<file path="config.mk">
export PLATFORM = sky130hd
export DESIGN_NAME = dsr_top
export DESIGN_NICKNAME = d
export VERILOG_FILES = /design/src/inc/dsr_pkg.sv /design/src/design/dsr_top.sv
export SDC_FILE = /design/constraint.sdc
export NUM_CORES = 1
export LEC_CHECK = 0
export BUFFER_PORTS_ARGS = -buffer_cell sky130_fd_sc_hd__buf_2
export CAP_MARGIN = 20
export CORE_UTILIZATION = 45
export DETAILED_ROUTE_END_ITERATION = 10
export PLACE_DENSITY_LB_ADDON = 0.25
export SKIP_LAST_GASP = 1
export SLEW_MARGIN = 20
export SYNTH_ARGS = -nofsm -noshare
export SYNTH_HDL_FRONTEND = slang
export SYNTH_SLANG_ARGS = --single-unit
export TNS_END_PERCENT = 20
</file>
<file path="constraint.sdc">
create_clock -name pclk -period 1.95 [get_ports pclk]
set_clock_uncertainty 0.05 [all_clocks]
set_input_delay 0.0975 -clock pclk [delete_from_list [all_inputs] [get_ports pclk]]
set_output_delay 0.0975 -clock pclk [all_outputs]
set_load 0.005 [all_outputs]
</file>
<file path="src/inc/dsr_pkg.sv">
/*
 Package for the diagnostic select and report block: register map, field codes,
 conversion constants and the carrier struct between the acquisition engine and this block.
 Assumes an APB slave with 32-bit data, one register per aligned word.
*/
package dsr_pkg;

	// ==========================================================
	// Register map (byte addresses)
	localparam logic [7:0] DSR_A_CTRL    = 8'h00;
	localparam logic [7:0] DSR_A_RESULT  = 8'h04;
	localparam logic [7:0] DSR_A_STATUS  = 8'h08;
	localparam logic [7:0] DSR_A_MASK    = 8'h0C;
	localparam logic [7:0] DSR_A_CELLRES = 8'h10;
	localparam logic [7:0] DSR_A_BLKRES  = 8'h14;
	localparam logic [7:0] DSR_A_AUXRES  = 8'h18;
	localparam logic [7:0] DSR_A_COMPEN  = 8'h1C;

	// ==========================================================
	// Control register fields
	localparam int DSR_F_SEL_LO  = 0;
	localparam int DSR_F_BAL_LO  = 4;
	localparam int DSR_F_TEST    = 8;
	localparam int DSR_F_COMP_LO = 12;

	// ==========================================================
	// Status / alert bit positions
	localparam int DSR_S_HDRM  = 0;
	localparam int DSR_S_TEMP  = 1;
	localparam int DSR_S_BALSW = 2;
	localparam int DSR_S_RXUP  = 3;
	localparam int DSR_S_RXLO  = 4;
	localparam int DSR_S_DONE  = 5;
	localparam int DSR_NSTAT   = 6;

	// ==========================================================
	// Diagnostic select codes
	localparam logic [2:0] DSR_SEL_NONE  = 3'h0;
	localparam logic [2:0] DSR_SEL_ALTERNATE_REFERENCE = 3'h1;
	localparam logic [2:0] DSR_SEL_SUPPLY = 3'h2;
	localparam logic [2:0] DSR_SEL_OFFSET = 3'h3;
	localparam logic [2:0] DSR_SEL_ZERO  = 3'h4;
	localparam logic [2:0] DSR_SEL_FULL  = 3'h5;
	localparam logic [2:0] DSR_SEL_TEMP  = 3'h6;

	// Switch check mode codes
	localparam logic [2:0] DSR_BAL_SHORT = 3'h1;
	localparam logic [2:0] DSR_BAL_OPEN  = 3'h2;
	localparam logic [2:0] DSR_BAL_ODD   = 3'h5;
	localparam logic [2:0] DSR_BAL_EVEN  = 3'h6;

	// Converter sources steered to the diagnostic slot
	localparam logic [2:0] DSR_SRC_ALTERNATE_REFERENCE = 3'h1;
	localparam logic [2:0] DSR_SRC_REF613 = 3'h2;
	localparam logic [2:0] DSR_SRC_SHORT  = 3'h3;
	localparam logic [2:0] DSR_SRC_NEGFS  = 3'h4;
	localparam logic [2:0] DSR_SRC_POSFS  = 3'h5;
	localparam logic [2:0] DSR_SRC_PTAT   = 3'h6;

	// ==========================================================
	// Conversion format
	localparam int          DSR_CODE_W    = 14;
	localparam int          DSR_CODE_LSB  = 2;
	localparam logic [15:0] DSR_ZERO_CODE = 16'h0000;
	localparam logic [15:0] DSR_FULL_CODE = 16'hFFF0;
	localparam logic [15:0] DSR_TEST_PAT  = 16'hA5A4;

	// Receive port mode checks run this long after reset
	localparam int DSR_RXCHK_NS  = 100;
	localparam int DSR_CLK_PS    = 5000;
	localparam int DSR_RXCHK_CYC = (DSR_RXCHK_NS * 1000 + DSR_CLK_PS - 1) / DSR_CLK_PS;

	// Acquisition engine carrier
	typedef struct packed {
		logic        done;
		logic [15:0] result_a_code;
		logic        hdrm_low;
		logic        die_hot;
		logic        bal_fault;
	} dsr_acq_t;

	typedef struct packed {
		logic [2:0] src;
		logic       bipolar;
		logic       thrm_ref;
		logic       comp_mask;
		logic       alternate_multiplexer;
	} dsr_cfg_t;

endpackage

</file>
<file path="src/design/dsr_top.sv">
/*
 Diagnostic select and report logic: APB register file, diagnostic steering to the
 converter, result capture at acquisition end, alert flags and interrupt.
 Assumes the acquisition engine and pin monitors share pclk; receive pin status arrives
 from the pads and is synchronised here.
*/
// Our own choices: the APB register port and the register addresses.
`timescale 1ns/1ps
module dsr_top
	import dsr_pkg::*;
#(
	parameter int RX_CHECK_CYC = DSR_RXCHK_CYC
) (
	input  wire logic        pclk,
	input  wire logic        presetn,
	input  wire logic        psel,
	input  wire logic        penable,
	input  wire logic        pwrite,
	input  wire logic [7:0]  paddr,
	input  wire logic [31:0] pwdata,
	input  wire logic [3:0]  pstrb,
	output logic [31:0]      prdata,
	output logic             pready,
	output logic             pslverr,
	input  wire dsr_acq_t    acq,
	input  wire logic [1:0]  upper_rx_pin_fault,
	input  wire logic [1:0]  lower_rx_pin_fault,
	output dsr_cfg_t         cfg,
	output logic             converter_path_test,
	output logic             irq
);

	// Pin synchronisers need two cycles before the receive check may fire
	if (RX_CHECK_CYC < 2 || RX_CHECK_CYC > 65535) begin : g_bad_rx_check
		$error("RX_CHECK_CYC out of range");
	end

	// ==========================================================
	// Register state
	logic [2:0]           result_a_measure_select_r;
	logic [2:0]           balance_switch_check_mode_r;
	logic                 test_r;
	logic [2:0]           comp_en_r;
	logic [15:0]          result_a_r;
	logic [15:0]          cell_result_r;
	logic [15:0]          block_voltage_result_r;
	logic [15:0]          aux_input_result_r;
	logic [DSR_NSTAT-1:0] status_r;
	logic [DSR_NSTAT-1:0] mask_r;
	logic [15:0]          rxcnt_r;
	logic                 rxchk_done_r;
	logic [1:0]           up_s1_r;
	logic [1:0]           up_s2_r;
	logic [1:0]           lo_s1_r;
	logic [1:0]           lo_s2_r;

	// ==========================================================
	// Bus decode
	wire        wr_acc  = psel & penable & pwrite;
	wire        rd_acc  = psel & penable & ~pwrite;
	wire        hit_ctl = paddr == DSR_A_CTRL;
	wire        hit_res = paddr == DSR_A_RESULT;
	wire        hit_sts = paddr == DSR_A_STATUS;
	wire        hit_msk = paddr == DSR_A_MASK;
	wire        hit_cel = paddr == DSR_A_CELLRES;
	wire        hit_blk = paddr == DSR_A_BLKRES;
	wire        hit_aux = paddr == DSR_A_AUXRES;
	wire        hit_cmp = paddr == DSR_A_COMPEN;
	wire        mapped  = hit_ctl | hit_res | hit_sts | hit_msk | hit_cel | hit_blk | hit_aux | hit_cmp;
	wire        wr_ctl  = wr_acc & hit_ctl;
	wire        wr_msk  = wr_acc & hit_msk & pstrb[0];
	wire        wr_cmp  = wr_acc & hit_cmp & pstrb[0];
	wire        rd_sts  = rd_acc & hit_sts;
	wire        bal_on  = balance_switch_check_mode_r != 3'h0;

	wire [31:0] ctl_word = {16'h0000, 1'b0, comp_en_r, 3'h0, test_r, 1'b0,
		balance_switch_check_mode_r, 1'b0, result_a_measure_select_r};
	wire [31:0] rd_mux =
		hit_ctl ? ctl_word :
		hit_res ? {16'h0000, result_a_r} :
		hit_sts ? {{(32 - DSR_NSTAT){1'b0}}, status_r} :
		hit_msk ? {{(32 - DSR_NSTAT){1'b0}}, mask_r} :
		hit_cel ? {16'h0000, cell_result_r} :
		hit_blk ? {16'h0000, block_voltage_result_r} :
		hit_aux ? {16'h0000, aux_input_result_r} :
		hit_cmp ? {29'h00000000, comp_en_r} : 32'h00000000;

	// ==========================================================
	// Diagnostic steering
	function automatic dsr_cfg_t steer(input logic [2:0] sel, input logic [2:0] bal);
		dsr_cfg_t c;
		c = '0;
		unique case (sel)
			DSR_SEL_ALTERNATE_REFERENCE: c.src = DSR_SRC_ALTERNATE_REFERENCE;
			DSR_SEL_SUPPLY: begin
				c.src      = DSR_SRC_REF613;
				c.thrm_ref = 1'b1;
			end
			DSR_SEL_OFFSET: begin
				c.src     = DSR_SRC_SHORT;
				c.bipolar = 1'b1;
			end
			DSR_SEL_ZERO: begin
				c.src     = DSR_SRC_NEGFS;
				c.bipolar = 1'b1;
			end
			DSR_SEL_FULL: begin
				c.src     = DSR_SRC_POSFS;
				c.bipolar = 1'b1;
			end
			DSR_SEL_TEMP: c.src = DSR_SRC_PTAT;
			default: c.src = 3'h0;
		endcase
		if (bal != 3'h0) begin
			c.comp_mask = 1'b1;
			c.alternate_multiplexer    = 1'b1;
			if (bal == DSR_BAL_OPEN) begin
				c.bipolar = 1'b1;
			end
		end
		return c;
	endfunction

	wire dsr_cfg_t cfg_nxt = steer(result_a_measure_select_r, balance_switch_check_mode_r);

	// Accepted switch mode codes only
	wire [2:0] bal_wr = pwdata[DSR_F_BAL_LO +: 3];
	wire       bal_ok = bal_wr == 3'h0 || bal_wr == DSR_BAL_SHORT || bal_wr == DSR_BAL_OPEN ||
		bal_wr == DSR_BAL_ODD || bal_wr == DSR_BAL_EVEN;

	// ==========================================================
	// Result capture
	// capture at acquisition end
	wire        capture = acq.done & (result_a_measure_select_r != DSR_SEL_NONE);
	wire [15:0] result_a_val = test_r ? DSR_TEST_PAT : acq.result_a_code;
	wire [15:0] res_fmt  = {result_a_val[15:DSR_CODE_LSB], 2'b00};
	wire [15:0] result_nxt = capture ? res_fmt : result_a_r;

	// ==========================================================
	// Alert events
	logic [DSR_NSTAT-1:0] ev;
	assign ev[DSR_S_HDRM]  = acq.done & acq.hdrm_low;
	assign ev[DSR_S_TEMP]  = acq.done & acq.die_hot & (result_a_measure_select_r == DSR_SEL_TEMP);
	assign ev[DSR_S_BALSW] = acq.done & bal_on & acq.bal_fault;
	assign ev[DSR_S_RXUP]  = (rxcnt_r == 16'(RX_CHECK_CYC)) & ~rxchk_done_r & (up_s2_r != 2'b00);
	assign ev[DSR_S_RXLO]  = (rxcnt_r == 16'(RX_CHECK_CYC)) & ~rxchk_done_r & (lo_s2_r != 2'b00);
	assign ev[DSR_S_DONE]  = acq.done;

	// Set wins over read-clear
	wire [DSR_NSTAT-1:0] status_nxt = ev | (rd_sts ? {DSR_NSTAT{1'b0}} : status_r);

	// ==========================================================
	// Next register values
	wire                 ctl_lo_wr                     = wr_ctl & pstrb[0];
	// Byte 1 counts only when byte 0 is left out of the write
	wire                 ctl_hi_wr                     = wr_ctl & ~pstrb[0] & pstrb[1];
	wire [2:0]           result_a_measure_select_nxt       = ctl_lo_wr ? pwdata[DSR_F_SEL_LO +: 3] : result_a_measure_select_r;
	// Illegal switch mode codes leave the running mode alone
	wire [2:0]           balance_switch_check_mode_nxt = (ctl_lo_wr & bal_ok) ? bal_wr : balance_switch_check_mode_r;
	wire                 test_nxt                      = ctl_hi_wr ? pwdata[DSR_F_TEST] : test_r;
	wire [2:0]           comp_en_nxt                   = wr_cmp ? pwdata[2:0] : comp_en_r;
	wire [DSR_NSTAT-1:0] mask_nxt                      = wr_msk ? pwdata[DSR_NSTAT-1:0] : mask_r;
	wire [15:0]          rxcnt_nxt                     = rxchk_done_r ? rxcnt_r : rxcnt_r + 16'h0001;
	wire                 rxchk_done_nxt                = rxchk_done_r | (rxcnt_r == 16'(RX_CHECK_CYC));
	wire                 test_acq                      = acq.done & test_r;
	wire [15:0]          cell_result_nxt               = test_acq ? DSR_TEST_PAT : cell_result_r;
	wire [15:0]          block_voltage_result_nxt      = test_acq ? DSR_TEST_PAT : block_voltage_result_r;
	wire [15:0]          aux_input_result_nxt          = test_acq ? DSR_TEST_PAT : aux_input_result_r;
	wire                 setup_cyc                     = psel & ~penable;
	wire                 pready_nxt                    = setup_cyc;
	wire                 pslverr_nxt                   = setup_cyc & ~mapped;
	// Read data is latched in setup and held until the next read
	wire [31:0]          prdata_nxt                    = (setup_cyc & ~pwrite) ? rd_mux : prdata;
	wire                 irq_nxt                       = |(status_nxt & mask_r);

	// ==========================================================
	// Pin synchronisers
	always_ff @(posedge pclk or negedge presetn) begin
		if (!presetn) begin
			up_s1_r <= 2'b00;
			up_s2_r <= 2'b00;
			lo_s1_r <= 2'b00;
			lo_s2_r <= 2'b00;
		end else begin
			up_s1_r <= upper_rx_pin_fault;
			up_s2_r <= up_s1_r;
			lo_s1_r <= lower_rx_pin_fault;
			lo_s2_r <= lo_s1_r;
		end
	end

	// ==========================================================
	// Receive pin check timer
	always_ff @(posedge pclk or negedge presetn) begin
		if (!presetn) begin
			rxcnt_r <= 16'h0000;
		end else begin
			rxcnt_r <= rxcnt_nxt;
		end
	end

	always_ff @(posedge pclk or negedge presetn) begin
		if (!presetn) begin
			rxchk_done_r <= 1'b0;
		end else begin
			rxchk_done_r <= rxchk_done_nxt;
		end
	end

	// ==========================================================
	// Control registers
	always_ff @(posedge pclk or negedge presetn) begin
		if (!presetn) begin
			result_a_measure_select_r <= 3'h0;
		end else begin
			result_a_measure_select_r <= result_a_measure_select_nxt;
		end
	end

	always_ff @(posedge pclk or negedge presetn) begin
		if (!presetn) begin
			balance_switch_check_mode_r <= 3'h0;
		end else begin
			balance_switch_check_mode_r <= balance_switch_check_mode_nxt;
		end
	end

	always_ff @(posedge pclk or negedge presetn) begin
		if (!presetn) begin
			test_r <= 1'b0;
		end else begin
			test_r <= test_nxt;
		end
	end

	always_ff @(posedge pclk or negedge presetn) begin
		if (!presetn) begin
			comp_en_r <= 3'h7;
		end else begin
			comp_en_r <= comp_en_nxt;
		end
	end

	always_ff @(posedge pclk or negedge presetn) begin
		if (!presetn) begin
			mask_r <= {DSR_NSTAT{1'b0}};
		end else begin
			mask_r <= mask_nxt;
		end
	end

	// ==========================================================
	// Results and status
	always_ff @(posedge pclk or negedge presetn) begin
		if (!presetn) begin
			result_a_r <= 16'h0000;
		end else begin
			result_a_r <= result_nxt;
		end
	end

	always_ff @(posedge pclk or negedge presetn) begin
		if (!presetn) begin
			status_r <= {DSR_NSTAT{1'b0}};
		end else begin
			status_r <= status_nxt;
		end
	end

	always_ff @(posedge pclk or negedge presetn) begin
		if (!presetn) begin
			cell_result_r <= 16'h0000;
		end else begin
			cell_result_r <= cell_result_nxt;
		end
	end

	always_ff @(posedge pclk or negedge presetn) begin
		if (!presetn) begin
			block_voltage_result_r <= 16'h0000;
		end else begin
			block_voltage_result_r <= block_voltage_result_nxt;
		end
	end

	always_ff @(posedge pclk or negedge presetn) begin
		if (!presetn) begin
			aux_input_result_r <= 16'h0000;
		end else begin
			aux_input_result_r <= aux_input_result_nxt;
		end
	end

	// ==========================================================
	// Registered outputs
	always_ff @(posedge pclk or negedge presetn) begin
		if (!presetn) begin
			prdata <= 32'h00000000;
		end else begin
			prdata <= prdata_nxt;
		end
	end

	always_ff @(posedge pclk or negedge presetn) begin
		if (!presetn) begin
			pready <= 1'b0;
		end else begin
			pready <= pready_nxt;
		end
	end

	always_ff @(posedge pclk or negedge presetn) begin
		if (!presetn) begin
			pslverr <= 1'b0;
		end else begin
			pslverr <= pslverr_nxt;
		end
	end

	always_ff @(posedge pclk or negedge presetn) begin
		if (!presetn) begin
			cfg <= '0;
		end else begin
			cfg <= cfg_nxt;
		end
	end

	always_ff @(posedge pclk or negedge presetn) begin
		if (!presetn) begin
			converter_path_test <= 1'b0;
		end else begin
			converter_path_test <= test_r;
		end
	end

	always_ff @(posedge pclk or negedge presetn) begin
		if (!presetn) begin
			irq <= 1'b0;
		end else begin
			irq <= irq_nxt;
		end
	end

endmodule

</file>
==> impl_metrics.csv <==
group,metric,value,unit
outcome,status,"finished, final reports clean",
synth,synth.most_common_cell,"dfrtp_1",
synth,synth_edf_count,0,
synth,synth_area,0.00405,mm^2
synth,yosysUniqueCellTypes,58,
critical_path,cp_max_fo,6,
layout,drive_above_1_share,27.6,%
synth,synth.area.mux_share,7.05,%
floorplanning,chipHeight,96.8,um
place,placed_cell_area,0.00453,mm^2
layout,syn_to_final_growth,24.3,%
route,firstDrtPassIters,4,
layout,final_cell_area,0.00503,mm^2
route,drc,0,
timing,timing.setup.tns,0,ns
critical_path,crit_required,2.13,ns
route,vias,3059,
global_routing,grt_pass1_vias,3068,
timing,slew-limit-headroom,56.9,%
timing,finalMaxSlewViolations,0,
route,wl_per_cell,15.1,um
synth,synth_top_family_by_area,"simple AND/OR/NAND/NOR gates",
critical_path,slowest_delay,0.66,ns
place,dpl.hpwl,6.51,mm
synth,synth-seq-cells,88,
synth,synth_top_cell_by_area,"dfrtp_1",
global_routing,grt.total_usage,20.5,%
timing,worstMarginPinSlew,0.644,ns
global_routing,grt_pass1_wl,15.3,mm
synth,yosys-top-cells-area,"dfrtp_1 (53%), mux2_2 (4.5%), nand2_1 (4.3%)",
floorplanning,ios,116,
clock_tree,cts.clk_slew.worst_paths,0.08,ns
synth,synthAdderAreaFrac,0.619,%
clock_tree,clock-sinks,88,
flow_run,maxCapViolations,0,
layout,seq_area,0.00221,mm^2
critical_path,cp-end-kind,"register",
route,vias_per_cell,5.16,
timing,finalSetupViolCount,0,
clock_tree,cts_root_buf,"clkbuf_8",
critical_path,cpLargestDelayFamily,"simple AND/OR/NAND/NOR gates",
global_routing,overflow,0,
synth,synth-xor-area-share,3.46,%
floorplanning,die_w,96.8,um
place,place_congestion,0.821,
synth,synthFlopType,"dfrtp_1",
clock_tree,cts_made_buffers,9,
layout,num_antenna_cells,0,
floorplanning,core_area,0.00872,mm^2
clock_tree,cts-resized-gates,0,
critical_path,startpoint_type,"primary input",
timing,clock.fmax,583,MHz
clock_tree,clk_latency,0.36,ns
synth,synth_common_cells,"dfrtp_1 (85), nand2_1 (46), o21ai_0 (26)",
synth,syn_avg_cell_area,10.9,um^2
synth,async_reset_ff_share,100,%
timing,hold_violations,0,
synth,synth.top_cell.area_share,52.6,%
critical_path,arrival,1.90,ns
route,postRouteAntennaNets,0,
synth,ys_seq_area_share,54.5,%
synth,syn_inst,372,
synth,synth_compound_area_share,12.4,%
clock_tree,cts_tree,"done",
timing,rsz0062_at_grt,"false",
critical_path,worst-setup-path-type,"primary input to register",
layout,instances_no_fill,593,
worst_hold_path,hold_path_class,"primary input to register",
global_routing,grt_max_degree,42,
route,drt-total-wl,8.97,mm
synth,yosys_warnings,0,
place,dp.cells,548,
critical_path,ff2ff_setup_slack,0.27,ns
clock_tree,cts_buffer_depth,2,
floorplanning,rows,34,
critical_path,cp_slowest_cell,"or4b_1",
place,port_buffers,71,
route,drt_iter0_drc,188,
floorplanning,initial_utilization,46.4,%
timing,fin_crit,1.71,ns
critical_path,cp.buffers_inverters,2,
power,leakage,2.45,nW
power,max-vdd-ir-drop,0.324,mV
power,powerDensity,710,mW/mm^2
layout,fin_nets,555,
synth,synthSimpleGateAreaFrac,16.1,%
global_routing,antenna_found_initial,0,
floorplanning,die_area,0.00937,mm^2
critical_path,critical_path.cell_chain,"dlygate4sd3_1, buf_2, nand3b_1, or4b_1, a22o_1",
layout,multi_input_area,0.00167,mm^2
timing,period_share,87.9,%
layout,fillCellCount,756,
clock_tree,cts_htree_levels,3,
layout by cell type (no fill, tap or decap), types with 7 or more instances in the layout:
cell / n
conb_1: 16
buf_4: 17
inv_1: 7
buf_2: 70
dfrtp_1: 85
dlygate4sd3_1: 29
a21oi_1: 9
nor2_1: 21
o21ai_0: 26
a22oi_1: 7
nand3_1: 8
mux2_2: 16
xnor2_1: 11
clkbuf_8: 10
nand2_1: 46
nand2b_1: 11
power breakdown:
part	switching, mW	total [mW]	leakage, nW	internal [mW]
Sequential	0.0513	1.95	1.12	1.90
Clock	0.659	1.29	0.0989	0.632
Combinational	0.169	0.329	1.23	0.160
Total	0.879	3.57	2.45	2.69
metal layers:
metal | global-route usage (%) | wire length (um)
met5 | 0 | 0
met4 | 5.51 | 61
met3 | 3.76 | 467
met2 | 32.8 | 4290
met1 | 28.7 | 4160
kinds of logic after synthesis:
kind of cell    count (synthesis)
compound gates                 74
xor+xnor                       16
fa+ha+maj                       2
buf+inv                        42
flops                          88
mux                            24
other cells                     1
simple gates                  125
flip-flops by register name (all words and copies together), names as in the netlist:
| register | flops |
|---|---|
| pready | 1 |
| status_r | 6 |
| lo_s2_r | 2 |
| pslverr | 1 |
| comp_en_r | 3 |
| result_a_measure_select_r | 3 |
| mask_r | 6 |
| prdata | 16 |
| lo_s1_r | 2 |
| rxcnt_r | 16 |
| cfg | 6 |
| test_r | 1 |
| up_s1_r | 2 |
| rxchk_done_r | 1 |
| aux_input_result_r | 1 |
| up_s2_r | 2 |
| converter_path_test | 1 |
| balance_switch_check_mode_r | 3 |
| irq | 1 |
| result_a_r | 14 |
layout make-up:
class / instances / area share [%]
timing repair buffer: 117 / 15.7
clock buffer: 10 / 2.74
clock inverter: 6 / 1.34
tap: 108 / 2.69
sequential: 88 / 43.9
inverter: 7 / 0.523
multi-input combinational: 257 / 33.2
tightest hold or removal path, delay by kind of cell:
family          cells  cell delay [ns]
buf+inv             1             0.09
compound gates      1             0.09
simple gates        1             0.07
path summary, 6_finish.rpt:
check                           start              to  cells past startpoint
setup / recovery                 psel     status_r[3]                      5
hold / removal                acq[18]  result_a_r[15]                      3
setup reg to reg           rxcnt_r[0]             irq                      6
hold reg to reg            lo_s1_r[1]      lo_s2_r[1]                      0
max in group asynchronous     presetn  result_a_r[15]                      3
min in group asynchronous     presetn      rxcnt_r[6]                      2
through the flow:
| step | setup slack, ns | utilization, % | hold WS, ns | power [mW] |
|---|---|---|---|---|
| finish | 0.236 | 57.6 | 0.0105 | 3.57 |
| CTS | 0.246 | 57.6 | 0.00184 | 3.61 |
| detailed placement | -0.0341 | 52.0 | 0.000966 | 2.27 |
| global placement | -0.0125 | 52.0 | -0.00709 | 2.26 |
| global route | 0.123 | 57.6 | 0.0127 | 3.73 |
| floorplan | 0.179 | - | -0.248 | 2.13 |
timing repair:
| action | 4_1_cts | 5_1_grt |
|---|---|---|
| setup buffers | 0 | 0 |
| hold endpoints to repair | 100 | 0 |
| hold buffers | 29 | 0 |
No activity file was read; power rests on OpenSTA's default activity.
